`src/rtl/ptw_pkg.sv`:
```
// shared types and constants for the pci target window decode
package ptw_pkg;

   // ****************************************************
   // window geometry
   // ****************************************************
   localparam int NUM_WIN = 4;
   localparam int DAC_WIN = 3;
   localparam logic [2:0] PASS_WIN = 3'h4;
   localparam int ADDR_W = 64;
   localparam int PHYS_W = 34;
   localparam int MASK_LSB = 20;
   localparam int MASK_MSB = 31;
   localparam int MASK_W = 12;
   localparam int SAC_MSB = 31;
   localparam int DAC_LSB = 32;
   localparam int DAC_MSB = 39;
   localparam int DAC_W = 8;
   localparam int DAC_ZERO_LSB = 40;
   localparam int TB_W = 14;
   // cached memory is 8GB: bits above 32 of a memory address are zero
   localparam int MEM_MSB = 32;

   // ****************************************************
   // fixed patterns
   // ****************************************************
   localparam logic [19:0] PAGE_ONES = 20'hf_ffff;
   localparam logic [19:0] PAGE_ZERO = 20'h0_0000;
   localparam logic [1:0] TOP_ZERO = 2'h0;
   localparam logic [11:0] MASK_1MB = 12'h000;
   localparam logic [11:0] MASK_4GB = 12'hfff;
   localparam logic [11:0] MASK_ONE = 12'h001;

   // ****************************************************
   // carriers
   // ****************************************************
   typedef struct packed {
      logic enable;
      logic sgTranslationSelect;
      logic dacEnable;
      logic [MASK_W-1:0] base;
      logic [MASK_W-1:0] sizeMask;
      logic [TB_W-1:0] transBase;
   } ptw_win_cfg_t;

   typedef struct packed {
      logic valid;
      logic dac;
      logic [ADDR_W-1:0] addr;
   } ptw_req_t;

   typedef struct packed {
      logic claim;
      logic [2:0] window;
      logic sgTranslationSelect;
      logic [PHYS_W-1:0] physAddr;
   } ptw_result_t;

endpackage

```
`src/rtl/ptw_window_decode.sv`:
```
// inbound pci memory address decode against the target windows
`timescale 1ns/1ps

// Summary of operation
// - map pci addresses into 8GB cached memory
// - window 4 passes dac address bits 33:0
// - windows 0-3 own base, mask, translated base
// - window 3 has extra dac upper base
// - mask covers bits 31:20, 1MB to 4GB
// - mask is contiguous ones from bit 20
// - compare only bits 31 down to n
// - hit when unmasked bits equal the base
// - per-window enable bit, 1 enables
// - claim cycle on hit of enabled window
// - no base/limit, whole window responds
// - each of windows 0-3 selects direct or scatter-gather
// - upper compare only window 3 in dac
// - windows 0-2 take single-address cycles only
// - dac hit needs 63:40 zero, 39:32 match
// - matched address becomes 34-bit physical address
// - direct: translated base above n, address below
module ptw_window_decode #(
   parameter int NUM_WIN = ptw_pkg::NUM_WIN
) (
   input wire logic clk_sys,
   input wire logic reset,
   input wire ptw_pkg::ptw_win_cfg_t [NUM_WIN-1:0] winCfg,
   input wire logic [ptw_pkg::DAC_W-1:0] dacBase,
   input wire logic passEnable,
   input wire ptw_pkg::ptw_req_t req,
   output ptw_pkg::ptw_result_t result,
   output logic [NUM_WIN-1:0] maskLegal
);

   // ****************************************************
   // address fields
   // ****************************************************
   logic [ptw_pkg::SAC_MSB:0] loAddr;
   logic dacUpperOk;
   logic passHit;
   logic [NUM_WIN-1:0] winHit;
   logic [NUM_WIN-1:0][ptw_pkg::PHYS_W-1:0] winPhys;
   ptw_pkg::ptw_result_t next_result;
   logic [NUM_WIN-1:0] next_maskLegal;

   assign loAddr = req.addr[ptw_pkg::SAC_MSB:0];

   // upper half of a dual-address cycle against the window 3 extra base
   assign dacUpperOk =
      (req.addr[ptw_pkg::ADDR_W-1:ptw_pkg::DAC_ZERO_LSB] == '0) &&
      (req.addr[ptw_pkg::DAC_MSB:ptw_pkg::DAC_LSB] == dacBase);

   // fixed pass-through window, only inside cached memory
   assign passHit = req.valid && req.dac && passEnable &&
      (req.addr[ptw_pkg::ADDR_W-1:ptw_pkg::MEM_MSB+1] == '0);

   // ****************************************************
   // per-window compare and direct translation
   // ****************************************************
   for (genvar w = 0; w < NUM_WIN; w++) begin : g_win
      logic [ptw_pkg::MASK_W-1:0] diff;
      logic baseMatch;
      logic cycleOk;
      logic [ptw_pkg::PHYS_W-1:0] lowSel;
      logic [ptw_pkg::MASK_W-1:0] maskPlus;

      // mask ones drop address bits from the compare
      assign diff = (loAddr[ptw_pkg::MASK_MSB:ptw_pkg::MASK_LSB] ^ winCfg[w].base) &
         ~winCfg[w].sizeMask;
      assign baseMatch = (diff == '0);

      if (w == ptw_pkg::DAC_WIN) begin : g_dac
         assign cycleOk = winCfg[w].dacEnable ?
            (req.dac && dacUpperOk) : !req.dac;
      end else begin : g_sac
         assign cycleOk = !req.dac;
      end

      // no base/limit: any address inside an enabled window hits
      assign winHit[w] = req.valid && winCfg[w].enable &&
         baseMatch && cycleOk;

      // and-or concatenation: low bits from pci, high from translated base
      assign lowSel = {ptw_pkg::TOP_ZERO, winCfg[w].sizeMask, ptw_pkg::PAGE_ONES};
      assign winPhys[w] = ({ptw_pkg::TOP_ZERO, loAddr} & lowSel) |
         {winCfg[w].transBase, ptw_pkg::PAGE_ZERO};

      // legal mask is a run of ones from bit 20: m & (m + 1) == 0
      assign maskPlus = winCfg[w].sizeMask + ptw_pkg::MASK_ONE;
      assign next_maskLegal[w] = ((winCfg[w].sizeMask & maskPlus) == '0);
   end

   // ****************************************************
   // priority select and result
   // ****************************************************
   // overlapping windows are a software error; lowest index wins
   always_comb begin
      next_result = '0;
      if (passHit) begin
         next_result.claim = 1'b1;
         next_result.window = ptw_pkg::PASS_WIN;
         next_result.physAddr = req.addr[ptw_pkg::PHYS_W-1:0];
      end
      for (int w = NUM_WIN - 1; w >= 0; w--) begin
         if (winHit[w]) begin
            next_result.claim = 1'b1;
            next_result.window = 3'(w);
            next_result.sgTranslationSelect = winCfg[w].sgTranslationSelect;
            // scatter-gather walks the map from the translated base
            next_result.physAddr = winCfg[w].sgTranslationSelect ?
               {winCfg[w].transBase, ptw_pkg::PAGE_ZERO} : winPhys[w];
         end
      end
   end

   // a miss everywhere leaves claim low
   always_ff @(posedge clk_sys) begin
      if (reset) begin
         result <= '0;
      end else begin
         result <= next_result;
      end
   end

   always_ff @(posedge clk_sys) begin
      if (reset) begin
         maskLegal <= '0;
      end else begin
         maskLegal <= next_maskLegal;
      end
   end

   // ****************************************************
   // per-window checks
   // ****************************************************
   for (genvar w = 0; w < NUM_WIN; w++) begin : g_chk

   end
endmodule // ptw_window_decode

```
`config.mk`:
```
export PLATFORM = sky130hd
export DESIGN_NAME = ptw_window_decode
export DESIGN_NICKNAME = d
export VERILOG_FILES = /design/src/rtl/ptw_pkg.sv /design/src/rtl/ptw_window_decode.sv
export SDC_FILE = /design/constraint.sdc
export NUM_CORES = 1
export LEC_CHECK = 0
export BUFFER_PORTS_ARGS = -buffer_cell sky130_fd_sc_hd__buf_2
export CAP_MARGIN = 20
export CORE_AREA = 2 2 110 112
export CTS_CLUSTER_DIAMETER = 100
export DETAILED_ROUTE_END_ITERATION = 8
export DIE_AREA = 0 0 112 114
export PLACE_DENSITY = 0.64
export SYNTH_ARGS = -nofsm -noshare
export SYNTH_HDL_FRONTEND = slang
export SYNTH_SLANG_ARGS = --single-unit
export TNS_END_PERCENT = 20
```
`constraint.sdc`:
```
create_clock -name clk_sys -period 2.91 [get_ports clk_sys]
set_input_delay 0.4365 -clock clk_sys [delete_from_list [all_inputs] [get_ports clk_sys]]
set_output_delay 0.4365 -clock clk_sys [all_outputs]
set_load 0.01 [all_outputs]
```
==> results of run 1 <==
[per-stage QoR]
stage / area [sq um] / hold slack [ps] / instances / total power [mW] / setup slack (ps)
floorplan: 3600 / 550 / 426 / 0.845 / 371
global placement: 5170 / 673 / 844 / 1.11 / 133
detailed placement: 5170 / 679 / 844 / 1.12 / 83.4
CTS: 5320 / 380 / 852 / 1.69 / 389
global route: 5330 / 391 / 854 / 1.76 / 148
finish: 5330 / 380 / 855 / 1.68 / 369
[cells by family (layout without fill, tap and decap cells)]
group / Yosys count / count (layout) / share of synthesized area, %
buf+inv: 52 / 331 / 7.92
xor+xnor: 56 / 56 / 14.2
simple gates: 115 / 115 / 21.2
other cells: 0 / 3 / 0
compound gates: 154 / 154 / 30.8
flops: 43 / 43 / 23.9
mux: 6 / 6 / 1.88
[synth_stat cells (2+ instances only)]
master      n
nor4_1      7
inv_1      17
nor2_1     22
mux2_2      6
xnor2_1    53
nand3_1     8
clkbuf_1   14
buf_6       7
o22ai_1    28
a21oi_1    19
a221oi_1   12
o22ai_2     6
nor3b_2    20
a22oi_1     6
xnor2_2     3
nor3_4      2
or3_1       3
or4_4       2
a31o_2     11
buf_2      12
a21o_1     13
o21ai_0    12
and3_1      2
o211ai_1    7
a2111oi_0   4
a31oi_1    27
a211o_1     2
dfxtp_1    43
nand2_1    26
buf_8       2
nor3_1     11
nand4_1     4
[report_power, final]
group | total, mW | switching (mW) | leakage, nW | internal [mW]
clock | 0.568 | 0.247 | 0.0700 | 0.321
combinational | 0.515 | 0.264 | 2.10 | 0.251
sequential | 0.593 | 0.00117 | 0.346 | 0.592
total | 1.68 | 0.513 | 2.52 | 1.16
[placed cells by master, fill, tap and decap left out, drive strengths merged, types with 3 or more instances in the layout]
| master | instances |
|---|---|
| nand4 | 4 |
| a22oi | 6 |
| clkbuf | 5 |
| o211ai | 7 |
| dfxtp | 43 |
| a31oi | 27 |
| o21ai | 12 |
| mux2 | 6 |
| buf | 306 |
| nand3 | 8 |
| a21o | 13 |
| o22ai | 34 |
| a2111oi | 4 |
| nor3 | 13 |
| xnor2 | 56 |
| a221oi | 14 |
| nor2 | 22 |
| nor4 | 9 |
| diode | 3 |
| nor3b | 20 |
| a21oi | 19 |
| nand2 | 26 |
| a31o | 11 |
| inv | 17 |
| or3 | 3 |
[state kept, by name, summed over array words and instances, names as in the netlist]
register / count
result: 39
maskLegal: 4
[worst max path at each step]
stage	from	slack, ps	depth (start not counted)	end
CTS	req[26]	390	10	result[33]
floorplan	req[28]	370	9	result[10]
global placement	req[26]	130	10	result[33]
global route	req[20]	150	10	result[33]
detailed placement	req[26]	80	10	result[33]
finish	req[26]	370	10	result[33]
[per-layer routing]
metal	up-vias	global-route usage, %	share of wire, %
met5	-	0	0.066
met4	2	11.1	4.3
met3	43	5.26	8.8
met2	294	44.0	48
met1	2072	29.4	39
li1	2175	-	-
[critical path, stage by stage]
cell     delay, ps
buf_2          270
xnor2_2        150
o22ai_1         90
or4_4          550
nor4_4         280
buf_4          200
buf_4          220
nor2_1         210
o21ai_0        180
o21ai_0        110
[cell type report]
| cell class | instances | area share, % |
|---|---|---|
| tap | 147 | 3.45 |
| sequential | 43 | 16.2 |
| inverter | 17 | 1.20 |
| clock buffer | 5 | 2.35 |
| antenna | 3 | 0.141 |
| multi-input combinational | 331 | 46.1 |
| timing repair buffer | 306 | 30.2 |
| clock inverter | 3 | 0.469 |
==> results.yml, run 1 <==
run_status:
  status: "finished, final reports clean"
drt:
  vias: 4586
  route.detailed.drc: 0
  routed_wirelength_microns: 16700
  final_antenna_net_count: 0
  viasPerCell: 5.36
  drtIter0Drc: 350
  drt-pass1-iter-count: 5
  wl_per_cell_microns: 19.6
synth:
  synth_cells: 426
  synth_edf_count: 0
  synth-seq-cells: 43
  synthArstFlopShare_pct: 0
  avgSynthCellArea_sq_um: 8.45
  synth_top_area_share_pct: 23.9
  synth.distinct_cells: 47
  synth_area_sq_mm: 0.00360
  yosys_warnings: 0
  synth_area_leaders: "dfxtp_1 (24%), xnor2_1 (13%), nor3b_2 (6.9%)"
  synth_seq_area_share_pct: 23.9
  netlist.top_cell.by_area: "dfxtp_1"
  synth_flop_cell: "dfxtp_1"
  syn-num-nets: 667
clock_network:
  cts_buffers: 5
  cts.path.max_buffers: 2
  cts_sinks: 43
  cts_tree: "built"
  hold_buffers: 0
  post_cts_buffers: 0
  cts_resized: 0
  htreeDepth: 2
  clk_pin_slew_ps: 60
  cts-root-buf: "clkbuf_16"
worst_setup_path:
  cp_max_fo: 17
  startpoint_type: "input port"
  crit_type: "input port to register"
  cp.required_ps: 3080
  critPathArrivalTime_ps: 2710
  critPathCaptureType: "register"
run:
  max-cap-violations: 0
global_route:
  grt_util_all_layers_pct: 25.0
  grt-ovfl-total: 0
  grt_max_degree: 43
  grt_pass1_vias: 4646
  antenna_found_initial: 4
  grt_pass1_wl_microns: 24600
die:
  io_pins: 284
  die_h_microns: 114
  initial_core_util_pct: 30.7
  dieArea_sq_mm: 0.0128
  core_area_sq_mm: 0.0117
  die_w_microns: 112
  fp-row-count: 40
placement:
  port_buffers: 280
  place_congestion: 0.912
  dp_hpwl_microns: 14100
sta:
  worstMarginPinSlew_ps: 770
  rsz0062_at_grt: "no"
  timing.final.crit_share_pct: 87.3
  fin_crit_ps: 2540
  setup_viol: 0
  slew_viol_final: 0
  hold_violations: 0
  slew_headroom_pct: 48.5
  timing.fmax_mhz: 394
  setup-tns-final_ps: 0
finish:
  postLayoutCoreUtil_pct: 45.5
  fin_nets: 945
  syn2layout_area_growth_pct: 48.0
  regArea_sq_um: 861
  multi_input_comb_area_sq_mm: 0.00245
  fill_cells: 1185
  drive_gt1_share_pct: 52.3
power_and_ir_drop:
  vdd_drop_max_v: 0.000272
  p_per_area_mw_per_mm2: 315
  p_leak_nw: 2.52
hold_path:
  hold_start: "req[1]"
  hold_depth: 2
  hold_path.class: "input port to register"
  hold_path_end: "result[1]"
Note: power is estimated with default switching activity, not from simulation.
==> run 2, diff against run 1 <==
==> constraint.sdc (replaced) <==
create_clock -name clk_sys -period 2.91 [get_ports clk_sys]
set_input_delay 0.1455 -clock clk_sys [delete_from_list [all_inputs] [get_ports clk_sys]]
set_output_delay 0.1455 -clock clk_sys [all_outputs]
set_load 0.01 [all_outputs]
==> run 2 against run 1 <==
Power about the same. Clock power is 0.9% higher. Global-route usage up 0.059 points. Critical endpoint is now result[17]. Largest power group unchanged.
==> results.yml, run 2 (synthesis results as in run 1) <==
sta:
  slew_viol_final: 0
  fin_crit_ps: 2320
  worstMarginPinSlew_ps: 852
  timing.final.crit_share_pct: 79.8
  hold_violations: 0
  setup-tns-final_ps: 0
  setup_viol: 0
  timing.fmax_mhz: 431
  rsz0062_at_grt: "no"
  slew_headroom_pct: 43.0
power_and_ir_drop:
  clkPwrFrac_pct: 34.1
  p_switching_uw: 513
  pwr-share-seq_pct: 35.4
  vdd_drop_max_v: 0.000211
  p_per_area_mw_per_mm2: 317
  combPwrFrac_pct: 30.5
  total_power_mw: 1.68
  p_int_mw: 1.16
  p_sw_share_pct: 30.6
  p_leak_nw: 2.48
worst_setup_path:
  critPathSlowestCell: "or4_4"
  path_buf_inv: 3
  cp.required_ps: 3060
  startpoint_type: "input port"
  crit_type: "input port to register"
  cpPeakStageDelay_ps: 550
  cp_max_fo: 30
  path_common_cell: "buf_12"
  path_delay_family: "simple AND/OR/NAND/NOR gates"
  critPathCaptureType: "register"
  critPathArrivalTime_ps: 2480
  cp_cell_sequence: "buf_2 -> xnor2_2 -> o22ai_1 -> or4_4 -> nor4_4 -> buf_12 -> a221oi_2 -> a221oi_4 -> buf_12 -> nor3b_2"
drt:
  viasPerCell: 5.26
  route.detailed.drc: 0
  drtIter0Drc: 277
  final_antenna_net_count: 0
  wl_per_cell_microns: 19.7
  drt-pass1-iter-count: 4
  routed_wirelength_microns: 16700
  vias: 4454
finish:
  layout_common_cells: "buf_2 (280), xnor2_1 (53), dfxtp_1 (43)"
  largest_register: "result"
  syn2layout_area_growth_pct: 46.8
  fin_nets: 938
  mostFrequentLayoutCell: "buf_2"
  largestRegisters: "result: 39 flops, maskLegal: 4 flops"
  fill_cells: 1216
  largest_reg_flops: 39
  drive_gt1_share_pct: 51.9
die:
  fp-row-count: 40
  core_area_sq_mm: 0.0117
  die_w_microns: 112
  dieArea_sq_mm: 0.0128
  die_h_microns: 114
  io_pins: 284
  initial_core_util_pct: 30.7
clock_network:
  cts_sinks: 43
  cts-root-buf: "clkbuf_16"
  htreeDepth: 2
  hold_buffers: 0
  clk_pin_slew_ps: 70
  cts.path.max_buffers: 2
  post_cts_buffers: 0
  cts_resized: 0
  cts_tree: "built"
  cts_buffers: 5
run_status:
  status: "finished, final reports clean"
placement:
  dp_hpwl_microns: 14000
  place_congestion: 0.915
  port_buffers: 280
global_route:
  grt_max_degree: 43
  antenna_found_initial: 3
  grt-ovfl-total: 0
  grt_util_all_layers_pct: 25.1
  grt_pass1_vias: 4491
  grt_pass1_wl_microns: 24800
hold_path:
  hold_path.class: "input port to register"
run:
  max-cap-violations: 0
-- run 2: cell types whose count changed in the layout (fill, tap and decap cells not counted) --
cell,before,now
buf_12,1,2
buf_4,25,17
diode_2,3,2
-- run 2: final timing paths --
path / slack [ps] / cells past startpoint / endpoint / from
setup / recovery: 590 / 10 / result[17] / req[26]
hold / removal: 90 / 2 / maskLegal[2] / winCfg[107]
-- run 2: cell type report --
cell class	instances	area (sq um)	area share, %
antenna	2	5.00	0.0947
clock buffer	5	125	2.37
clock inverter	3	25.0	0.473
inverter	17	63.8	1.21
multi-input combinational	331	2450	46.4
sequential	43	861	16.3
tap	147	184	3.48
timing repair buffer	299	1570	29.7
-- run 2: metal layers --
layer  wire length [microns]  track usage (%)  up-vias
met3                    1410             6.38       25
met2                    8190             44.5      228
li1                        -                -     2156
met4                     428             7.80        2
met5                      13                0        -
met1                    6670             29.8     2043
-- run 2: stage by stage --
step	cell area, sq um	hold slack (ps)	setup WS [ps]	instances	utilization [%]
2_1_floorplan	3600	259	662	426	-
3_3_place_gp	5130	383	352	837	43.8
3_5_place_dp	5130	388	283	837	43.8
4_1_cts	5280	87.8	596	845	45.1
5_1_grt	5290	95.5	361	846	45.1
6_report	5290	89.9	589	847	45.1
-- run 2: power groups by stage --
stage	registers, mW	clock network, mW	logic, mW
2_1_floorplan	0.609	0	0.236
3_3_place_gp	0.607	0	0.504
3_5_place_dp	0.607	0	0.511
4_1_cts	0.593	0.587	0.512
5_1_grt	0.593	0.612	0.555
6_report	0.593	0.573	0.511
